==> config.mk <==
export PLATFORM = sky130hd
export DESIGN_NAME = pwm_unit
export DESIGN_NICKNAME = d
export VERILOG_FILES = /design/src/hw/pwm_unit.v /design/src/hw/pwm_channel.v
export VERILOG_INCLUDE_DIRS = /design/src /design/src/hw
export SDC_FILE = /design/constraint.sdc
export NUM_CORES = 1
export LEC_CHECK = 0
export BUFFER_PORTS_ARGS = -buffer_cell sky130_fd_sc_hd__buf_4
export CAP_MARGIN = 0
export CORE_ASPECT_RATIO = 1.4
export CORE_UTILIZATION = 46
export CTS_CLUSTER_DIAMETER = 60
export DETAILED_ROUTE_END_ITERATION = 6
export HOLD_SLACK_MARGIN = 0.1
export PLACE_DENSITY = 0.66
export SYNTH_ARGS = -nofsm -noshare
export SYNTH_HDL_FRONTEND = slang
export SYNTH_HIERARCHICAL = 1
export SYNTH_SLANG_ARGS = --single-unit
==> constraint.sdc <==
create_clock -name clk_i -period 21.3 [get_ports clk_i]
set_input_delay 0 -clock clk_i [delete_from_list [all_inputs] [get_ports clk_i]]
set_output_delay 0 -clock clk_i [all_outputs]
set_load 0.03 [all_outputs]
==> src/hw/pwm_consts.vh <==
// constants for the match based pulse width modulator
// assumes plain verilog-2005 includers
`ifndef PWM_CONSTS_VH
`define PWM_CONSTS_VH
// register byte offsets
`define OFS_CTRL      8'h00
`define OFS_PRESCALE  8'h04
`define OFS_COUNT     8'h08
`define OFS_MATCHCTL  8'h0C
`define OFS_OUTCTL    8'h10
`define OFS_LATCHEN   8'h14
`define OFS_STATUS    8'h18
`define OFS_MASK      8'h1C
`define OFS_CAPSEL    8'h20
`define OFS_MATCH0    8'h40
`define OFS_MATCH6    8'h58
// control bits
`define CTRL_RUN      0
`define CTRL_RESET    1
`define CTRL_PWMEN    3
`define CTRL_W        4
// match control: 3 bits per match, interrupt, reset, stop
`define MC_INT        0
`define MC_RST        1
`define MC_STOP       2
`define MC_W          21
// count source select
`define SRC_TIMER     2'h0
`define SRC_RISE      2'h1
`define SRC_FALL      2'h2
`define SRC_BOTH      2'h3
// output control and count source fields
`define OC_DBL_LO     0
`define OC_DBL_HI     5
`define OC_EN_LO      8
`define OC_EN_HI      13
`define SRC_MODE_LO   0
`define SRC_MODE_HI   1
`define SRC_CHAN_LO   4
`define SRC_CHAN_HI   7
`define NMATCH        7
`define NOUT          6
`define ZERO32        32'h00000000
`endif

==> src/hw/pwm_unit.v <==
// pulse width modulator with apb register file
// assumes a single clock, apb master on clk_i and capture inputs synchronous
//
// Chosen here: the address map and the APB interface to the registers.
`timescale 1ns/1ps
`include "pwm_consts.vh"
module pwm_unit #(
  parameter CW = 32,
  parameter NCAP = 2
) (
  input  wire            clk_i,
  input  wire            rst_b_i,
  input  wire            ce_i,
  input  wire            psel_i,
  input  wire            penable_i,
  input  wire            pwrite_i,
  input  wire [7:0]      paddr_i,
  input  wire [31:0]     pwdata_i,
  output reg  [31:0]     prdata_o,
  output reg             pready_o,
  output reg             pslverr_o,
  input  wire [NCAP-1:0] cap_i,
  input  wire            sync_start_i,
  output reg             sync_start_o,
  output reg  [5:0]      pwm_o,
  output reg             irq_o
);
  // ---------------------------------------------------------------
  // reset release
  // ---------------------------------------------------------------
  reg rst_m;
  reg rst_b;
  always @(posedge clk_i or negedge rst_b_i) begin
    if (!rst_b_i) begin
      rst_m <= 1'b0;
      rst_b <= 1'b0;
    end else begin
      rst_m <= 1'b1;
      rst_b <= rst_m;
    end
  end

  // ---------------------------------------------------------------
  // registers
  // ---------------------------------------------------------------
  reg [`CTRL_W-1:0] ctrl;
  reg [31:0]        prescale;
  reg [31:0]        pre_cnt;
  reg [CW-1:0]      count;
  reg [`MC_W-1:0]   matchctl;
  reg [5:0]         dbl_sel;
  reg [5:0]         out_en;
  reg [6:0]         latch_en;
  reg [6:0]         status;
  reg [6:0]         mask;
  reg [1:0]         src_mode;
  reg [3:0]         src_chan;
  reg [CW-1:0]      shadow [0:`NMATCH-1];
  reg [CW-1:0]      active [0:`NMATCH-1];
  reg [NCAP-1:0]    cap_q;
  integer           k;

  wire       wr     = psel_i & penable_i & pwrite_i & pready_o;
  wire       rd_acc = psel_i & penable_i & ~pwrite_i & ~pready_o;
  wire [7:0] mofs   = paddr_i - `OFS_MATCH0;
  wire [2:0] midx   = mofs[4:2];
  wire       is_mat = (paddr_i >= `OFS_MATCH0) && (paddr_i <= `OFS_MATCH6) &&
                      (paddr_i[1:0] == 2'h0);
  wire       mapped = is_mat || (paddr_i <= `OFS_CAPSEL && paddr_i[1:0] == 2'h0);
  wire       run    = ctrl[`CTRL_RUN] & ~ctrl[`CTRL_RESET];
  wire       pwm_on = ctrl[`CTRL_PWMEN];

  // ---------------------------------------------------------------
  // count source
  // ---------------------------------------------------------------
  wire cap_cur  = cap_i[src_chan[0 +: 1] % NCAP];
  wire cap_prev = cap_q[src_chan[0 +: 1] % NCAP];
  reg  src_tick;
  always @* begin
    case (src_mode)
      `SRC_TIMER: src_tick = 1'b1;
      `SRC_RISE:  src_tick = cap_cur & ~cap_prev;
      `SRC_FALL:  src_tick = ~cap_cur & cap_prev;
      `SRC_BOTH:  src_tick = cap_cur ^ cap_prev;
      default:    src_tick = 1'b0;
    endcase
  end
  // in counter mode the prescaler divides capture edges, not clocks
  wire pre_done = (pre_cnt >= prescale);
  wire tick     = run & src_tick & pre_done;

  // ---------------------------------------------------------------
  // match detection
  // ---------------------------------------------------------------
  wire [6:0] hit;
  genvar g;
  generate
    for (g = 0; g < `NMATCH; g = g + 1) begin : gm
      assign hit[g] = tick & (count == active[g]);
    end
  endgenerate
  reg any_rst;
  reg any_stop;
  always @* begin
    any_rst  = 1'b0;
    any_stop = 1'b0;
    for (k = 0; k < `NMATCH; k = k + 1) begin
      if (hit[k] && matchctl[3*k+`MC_RST])  any_rst  = 1'b1;
      if (hit[k] && matchctl[3*k+`MC_STOP]) any_stop = 1'b1;
    end
    // the period match always restarts the cycle in pulse mode
    if (pwm_on && hit[0]) any_rst = 1'b1;
  end

  // ---------------------------------------------------------------
  // next count
  // ---------------------------------------------------------------
  // a stop match without a reset holds the count on the matched value, so software
  // reads back the count at which the timer halted
  reg [CW-1:0] next_count;
  always @* begin
    next_count = count;
    if (ctrl[`CTRL_RESET]) begin
      next_count = {CW{1'b0}};
    end else if (tick) begin
      if (any_rst) begin
        next_count = {CW{1'b0}};
      end else if (!any_stop) begin
        next_count = count + {{(CW-1){1'b0}}, 1'b1};
      end
    end
  end

  // ---------------------------------------------------------------
  // read data select
  // ---------------------------------------------------------------
  // picked during the access cycle so the word stands beside pready;
  // unused bits and unmapped offsets read as zero
  reg [31:0] next_rdata;
  always @* begin
    next_rdata = `ZERO32;
    case (paddr_i)
      `OFS_CTRL:     next_rdata[`CTRL_W-1:0] = ctrl;
      `OFS_PRESCALE: next_rdata = prescale;
      `OFS_COUNT:    next_rdata[CW-1:0] = count;
      `OFS_MATCHCTL: next_rdata[`MC_W-1:0] = matchctl;
      `OFS_OUTCTL: begin
        next_rdata[`OC_DBL_HI:`OC_DBL_LO] = dbl_sel;
        next_rdata[`OC_EN_HI:`OC_EN_LO]   = out_en;
      end
      `OFS_LATCHEN:  next_rdata[`NMATCH-1:0] = latch_en;
      `OFS_STATUS:   next_rdata[`NMATCH-1:0] = status;
      `OFS_MASK:     next_rdata[`NMATCH-1:0] = mask;
      `OFS_CAPSEL: begin
        next_rdata[`SRC_MODE_HI:`SRC_MODE_LO] = src_mode;
        next_rdata[`SRC_CHAN_HI:`SRC_CHAN_LO] = src_chan;
      end
      default: begin
        if (is_mat) next_rdata[CW-1:0] = shadow[midx];
      end
    endcase
  end

  // ---------------------------------------------------------------
  // bus, counter and flags
  // ---------------------------------------------------------------
  always @(posedge clk_i or negedge rst_b) begin
    if (!rst_b) begin
      ctrl         <= {`CTRL_W{1'b0}};
      prescale     <= `ZERO32;
      pre_cnt      <= `ZERO32;
      count        <= {CW{1'b0}};
      matchctl     <= {`MC_W{1'b0}};
      dbl_sel      <= 6'h00;
      out_en       <= 6'h00;
      latch_en     <= 7'h00;
      status       <= 7'h00;
      mask         <= 7'h00;
      src_mode     <= `SRC_TIMER;
      src_chan     <= 4'h0;
      cap_q        <= {NCAP{1'b0}};
      prdata_o     <= `ZERO32;
      pready_o     <= 1'b0;
      pslverr_o    <= 1'b0;
      irq_o        <= 1'b0;
      sync_start_o <= 1'b0;
      for (k = 0; k < `NMATCH; k = k + 1) begin
        shadow[k] <= {CW{1'b0}};
        active[k] <= {CW{1'b0}};
      end
    end else if (ce_i) begin
      cap_q     <= cap_i;
      // one wait state: setup, access, then ready
      pready_o  <= psel_i & penable_i & ~pready_o;
      pslverr_o <= psel_i & penable_i & ~pready_o & ~mapped;
      if (src_tick && run) begin
        pre_cnt <= pre_done ? `ZERO32 : pre_cnt + 32'h00000001;
      end
      count <= next_count;
      // the counter reset bit also clears the prescaler phase
      if (ctrl[`CTRL_RESET]) begin
        pre_cnt <= `ZERO32;
      end
      if (pwm_on && hit[0]) begin
        for (k = 0; k < `NMATCH; k = k + 1) begin
          if (latch_en[k]) active[k] <= shadow[k];
        end
      end else if (!pwm_on || !run) begin
        for (k = 0; k < `NMATCH; k = k + 1) begin
          active[k] <= shadow[k];
        end
      end
      if (any_stop) ctrl[`CTRL_RUN] <= 1'b0;
      // a slave unit starts when its master starts
      if (sync_start_i) ctrl[`CTRL_RUN] <= 1'b1;
      sync_start_o <= 1'b0;
      if (wr) begin
        case (paddr_i)
          `OFS_CTRL: begin
            ctrl         <= pwdata_i[`CTRL_W-1:0];
            sync_start_o <= pwdata_i[`CTRL_RUN] & ~ctrl[`CTRL_RUN];
          end
          `OFS_PRESCALE: prescale <= pwdata_i;
          `OFS_COUNT:    count    <= pwdata_i[CW-1:0];
          `OFS_MATCHCTL: matchctl <= pwdata_i[`MC_W-1:0];
          `OFS_OUTCTL: begin
            dbl_sel <= pwdata_i[`OC_DBL_HI:`OC_DBL_LO];
            out_en  <= pwdata_i[`OC_EN_HI:`OC_EN_LO];
          end
          `OFS_MASK:   mask <= pwdata_i[6:0];
          `OFS_CAPSEL: begin
            src_mode <= pwdata_i[`SRC_MODE_HI:`SRC_MODE_LO];
            src_chan <= pwdata_i[`SRC_CHAN_HI:`SRC_CHAN_LO];
          end
          default: ;
        endcase
        if (is_mat) shadow[midx] <= pwdata_i[CW-1:0];
      end
      // release: cleared by hardware once applied at cycle start
      if (wr && paddr_i == `OFS_LATCHEN) begin
        latch_en <= latch_en | pwdata_i[6:0];
      end else if (pwm_on && hit[0]) begin
        latch_en <= 7'h00;
      end
      for (k = 0; k < `NMATCH; k = k + 1) begin
        // a new event beats a write-one clear in the same cycle
        if (hit[k] && matchctl[3*k+`MC_INT]) begin
          status[k] <= 1'b1;
        end else if (wr && paddr_i == `OFS_STATUS && pwdata_i[k]) begin
          status[k] <= 1'b0;
        end
      end
      irq_o <= |(status & mask);
      if (rd_acc) prdata_o <= next_rdata;
    end
  end

  // ---------------------------------------------------------------
  // output channels
  // ---------------------------------------------------------------
  // output n: single edge falls on match n+1; double edge (outputs 1 to 5 only) rises on n, falls on n+1
  wire [5:0] chan_q;
  wire [6:0] zero_m;
  generate
    for (g = 0; g < `NMATCH; g = g + 1) begin : gz
      assign zero_m[g] = (active[g] == {CW{1'b0}});
    end
    for (g = 0; g < `NOUT; g = g + 1) begin : gc
      pwm_channel u_ch (
        .clk_i        (clk_i),
        .rst_b_i      (rst_b),
        .ce_i         (ce_i),
        .enable_i     (out_en[g] & pwm_on),
        .double_i     (dbl_sel[g] & (g > 0)),
        .period_hit_i (hit[0]),
        .rise_hit_i   (hit[g]),
        .fall_hit_i   (hit[g+1]),
        .const_low_i  (zero_m[g+1]),
        .pwm_o        (chan_q[g])
      );
    end
  endgenerate
  always @(posedge clk_i or negedge rst_b) begin
    if (!rst_b) begin
      pwm_o <= 6'h00;
    end else if (ce_i) begin
      pwm_o <= chan_q;
    end
  end
endmodule

==> src/hw/pwm_channel.v <==
// one pulse output channel: single or double edge
// assumes match strobes are one-cycle pulses from the shared counter
`timescale 1ns/1ps
module pwm_channel (
  input  wire clk_i,
  input  wire rst_b_i,
  input  wire ce_i,
  input  wire enable_i,
  input  wire double_i,
  input  wire period_hit_i,
  input  wire rise_hit_i,
  input  wire fall_hit_i,
  input  wire const_low_i,
  output reg  pwm_o
);
  reg next_pwm;
  always @* begin
    next_pwm = pwm_o;
    if (!enable_i) begin
      next_pwm = 1'b0;
    end else if (double_i) begin
      // fall wins over rise when both land on the same count
      if (rise_hit_i) next_pwm = 1'b1;
      if (fall_hit_i) next_pwm = 1'b0;
    end else begin
      if (period_hit_i && !const_low_i) next_pwm = 1'b1;
      if (fall_hit_i) next_pwm = 1'b0;
    end
  end
  always @(posedge clk_i or negedge rst_b_i) begin
    if (!rst_b_i) begin
      pwm_o <= 1'b0;
    end else if (ce_i) begin
      pwm_o <= next_pwm;
    end
  end
endmodule

==> flow_summary.ini <==
[sta]
drv_slew = 0
timing.final.crit_period_ns = 4.99
tightest_slew_ns = 1.42
rsz0062_at_grt = no
fin_worst_skew_ns = 0.0223
tns_ns = 0
fin_ws_ns = 16.31
hold_viol = 0
finalSetupViolCount = 0
relSlewSlack = 0.0505
fmax_mhz = 200
fin_crit_sh = 0.234

[die]
die_x_um = 228
start_util = 0.466
pin_count = 91
dieArea_um2 = 72500
fp-row-count = 115
chipHeight_um = 318
coreArea_um2 = 70500

[job]
drv_cap = 0

[synthesis]
avgSynthCellArea_um2 = 11.8
synth_enable_flop_cells = 0
ys.flop_type = dfrtp_1
synth_cell_types = 72
yosys.area.top_type = dfrtp_1
yosysSeqAreaShare = 0.502
synth_area_um2 = 32900
synth_most_common_cell = dfrtp_1
synth_top_area_frac = 0.502
synthTopCellsByCount = dfrtp_1 (660), mux2_2 (505), xor2_1 (241)
ys_warn_count = 6
synthTopCellsByArea = dfrtp_1 (50%), mux2_2 (17%), xor2_1 (6.4%)
synthCells = 2784
ys_async_sr_fraction = 1.00
ys_ff_latch = 660

[global_routing]
grt_pass1_wl_um = 176000
grt_max_degree = 193
antenna_found_initial = 3
grt_usage = 0.332
grt_pass1_vias = 24664
grt-ovfl-total = 0

[drt]
ant_nets = 0
totalWireLength_um = 120000
drt-initial-drc-count = 2657
viasPerCell = 6.37
drc = 0
vias = 24499
drtPass1Iterations = 7
wl_per_cell_um = 31.1

[cts]
cts.clk_slew.worst_paths_ns = 0.06
post_cts.repair.setup_buffers = 0
cts.repair.resized = 0
root_buffer = clkbuf_16
clk_latency_ns = 0.63
cts.path.max_buffers = 3
cts_buffers = 66
tritoncts = yes
cts.htree.levels = 3
cts.sinks = 660

[worst_setup_path]
cp.required_ns = 21.80
ff2ff_path_depth = 12
crit_arrival_ns = 5.49
r2r_slack_ns = 16.31
rr_endpoint = count[25]
r2r_start = prescale[25]
critPathMaxFanout = 25
crit_type = reg -> reg
crit_path_end_kind = flip-flop
cp-start-kind = flip-flop

[cells_and_area]
fin_nets = 2946
areaGrowthSynthToFinish_pct = 13.0
finalNonFillerCells = 3847
fin_area_um2 = 37200
fill_cells = 6124
drive_gt1_frac = 0.282

[placement]
dpl_worst_slack_ns = 16.48
dp_cells = 3674
hpwl_um = 85100
gp_congestion = 1.10
io_buffers = 90
placed_area_um2 = 34400

[worst_hold_path]
whs_endpoint = prdata_o[7]
whs_path_depth = 6
hp-class = in -> reg
hp-start = paddr_i[7]

[run_status]
status = finished, final reports clean

[power_and_ir_drop]
powerDensity_nw_per_um2 = 73.0
p_leak_nw = 17.8
p_total_mw = 2.71
vdd_drop_max_uv = 47.0
==> layout make-up <==
| cell class | instances | area, um2 | share of cell area |
|---|---|---|---|
| inverter | 61 | 229 | 0.00616 |
| clock buffer | 92 | 1960 | 0.0526 |
| antenna | 2 | 5.00 | 0.000135 |
| timing repair buffer | 193 | 1590 | 0.0429 |
| tap | 936 | 1170 | 0.0315 |
| multi-input combinational | 1879 | 15400 | 0.414 |
| clock inverter | 24 | 290 | 0.00781 |
| sequential | 660 | 16500 | 0.445 |
==> worst max-delay path by stage <==
stage,start,endpoint,cells past startpoint
finish,prescale[25],count[25],12
global placement,prescale[25],count[25],12
floorplan,rst_b,active[0],0
CTS,prescale[25],count[25],12
detailed placement,prescale[1],count[25],12
global route,prescale[25],count[25],12
==> cells by family after synthesis <==
kind of cell / after synthesis / share of synthesized area
other: 2 / 0.000228
buffers and inverters: 246 / 0.0340
AND/OR/NAND/NOR: 625 / 0.0955
AO/OA/AOI/OAI: 391 / 0.0812
multiplexers: 577 / 0.207
XOR/XNOR: 247 / 0.0658
adder cells (fa/ha/maj): 36 / 0.0137
flip-flops: 660 / 0.502
==> where the power goes <==
part	total, mW	switching, mW	internal (mW)	leakage [nW]
clock	1.23	0.517	0.716	1.10
sequential	1.29	0.0209	1.27	8.89
combinational	0.188	0.129	0.0585	7.82
==> metal layers <==
metal / GRT usage / part of all wire / wire length [um] / vias up
li1: - / - / - / 10266
met1: 0.406 / 0.37 / 44500 / 12616
met2: 0.527 / 0.46 / 55600 / 1278
met3: 0.0540 / 0.074 / 8820 / 337
met4: 0.256 / 0.089 / 10700 / 2
met5: 0 / 0.000067 / 8 / -
==> through the flow <==
step	hold slack [ns]	utilization
2_1_floorplan	-0.296	-
3_3_place_gp	-0.216	0.487
3_5_place_dp	-0.212	0.487
4_1_cts	0.115	0.527
5_1_grt	0.184	0.527
6_report	0.143	0.527
==> registers in the layout (all words and copies together) (netlist names), 2 cells and up <==
name / cells
prescale: 32
pwm_o: 6
matchctl: 21
dbl_sel: 6
mask: 7
count: 32
active: 224
latch_en: 7
status: 7
ctrl: 4
src_mode: 2
out_en: 6
src_chan: 4
shadow: 224
prdata_o: 32
pre_cnt: 32
gc.u_ch/pwm_o: 6
cap_q: 2
==> worst max-delay path, stage by stage (launching register included) <==
cell and delay, ns:
dfrtp_1 0.43, inv_1 0.10, ha_1 0.31, a21oi_1 0.16, o21ai_0 0.10, a221oi_1 1.17, o31ai_1 0.19, a21oi_1 0.18
buf_4 0.19, a311o_1 0.26, and2_1 0.83, nand2_1 0.46, o311ai_0 0.45
==> repair_timing <==
action,CTS,global route
hold buffers,54,0
setup endpoints to repair,0,0
hold endpoints to repair,382,0
==> layout by cell type, fill, tap and decap left out, types with 11 or more instances in the layout <==
| cell type | n |
|---|---|
| a221oi_1 | 31 |
| dfrtp_1 | 659 |
| ha_1 | 36 |
| a31oi_1 | 18 |
| a211oi_1 | 21 |
| nor3_1 | 31 |
| nand4_1 | 42 |
| clkbuf_1 | 11 |
| mux4_2 | 32 |
| and2_1 | 24 |
| mux2_2 | 505 |
| a22o_1 | 15 |
| xor2_1 | 241 |
| nor4_1 | 108 |
| clkbuf_16 | 71 |
| nor2_1 | 123 |
| clkinv_2 | 11 |
| buf_4 | 137 |
| inv_1 | 60 |
| dlygate4sd3_1 | 54 |
| nand3_1 | 35 |
| nand2_1 | 167 |
| and3_1 | 16 |
| o211ai_1 | 18 |
| mux2i_1 | 40 |
| nand2b_1 | 14 |
| a21oi_1 | 70 |
| or3_1 | 14 |
| a22oi_1 | 11 |
| o21ai_0 | 105 |
No activity file was read; power rests on OpenSTA's default activity.
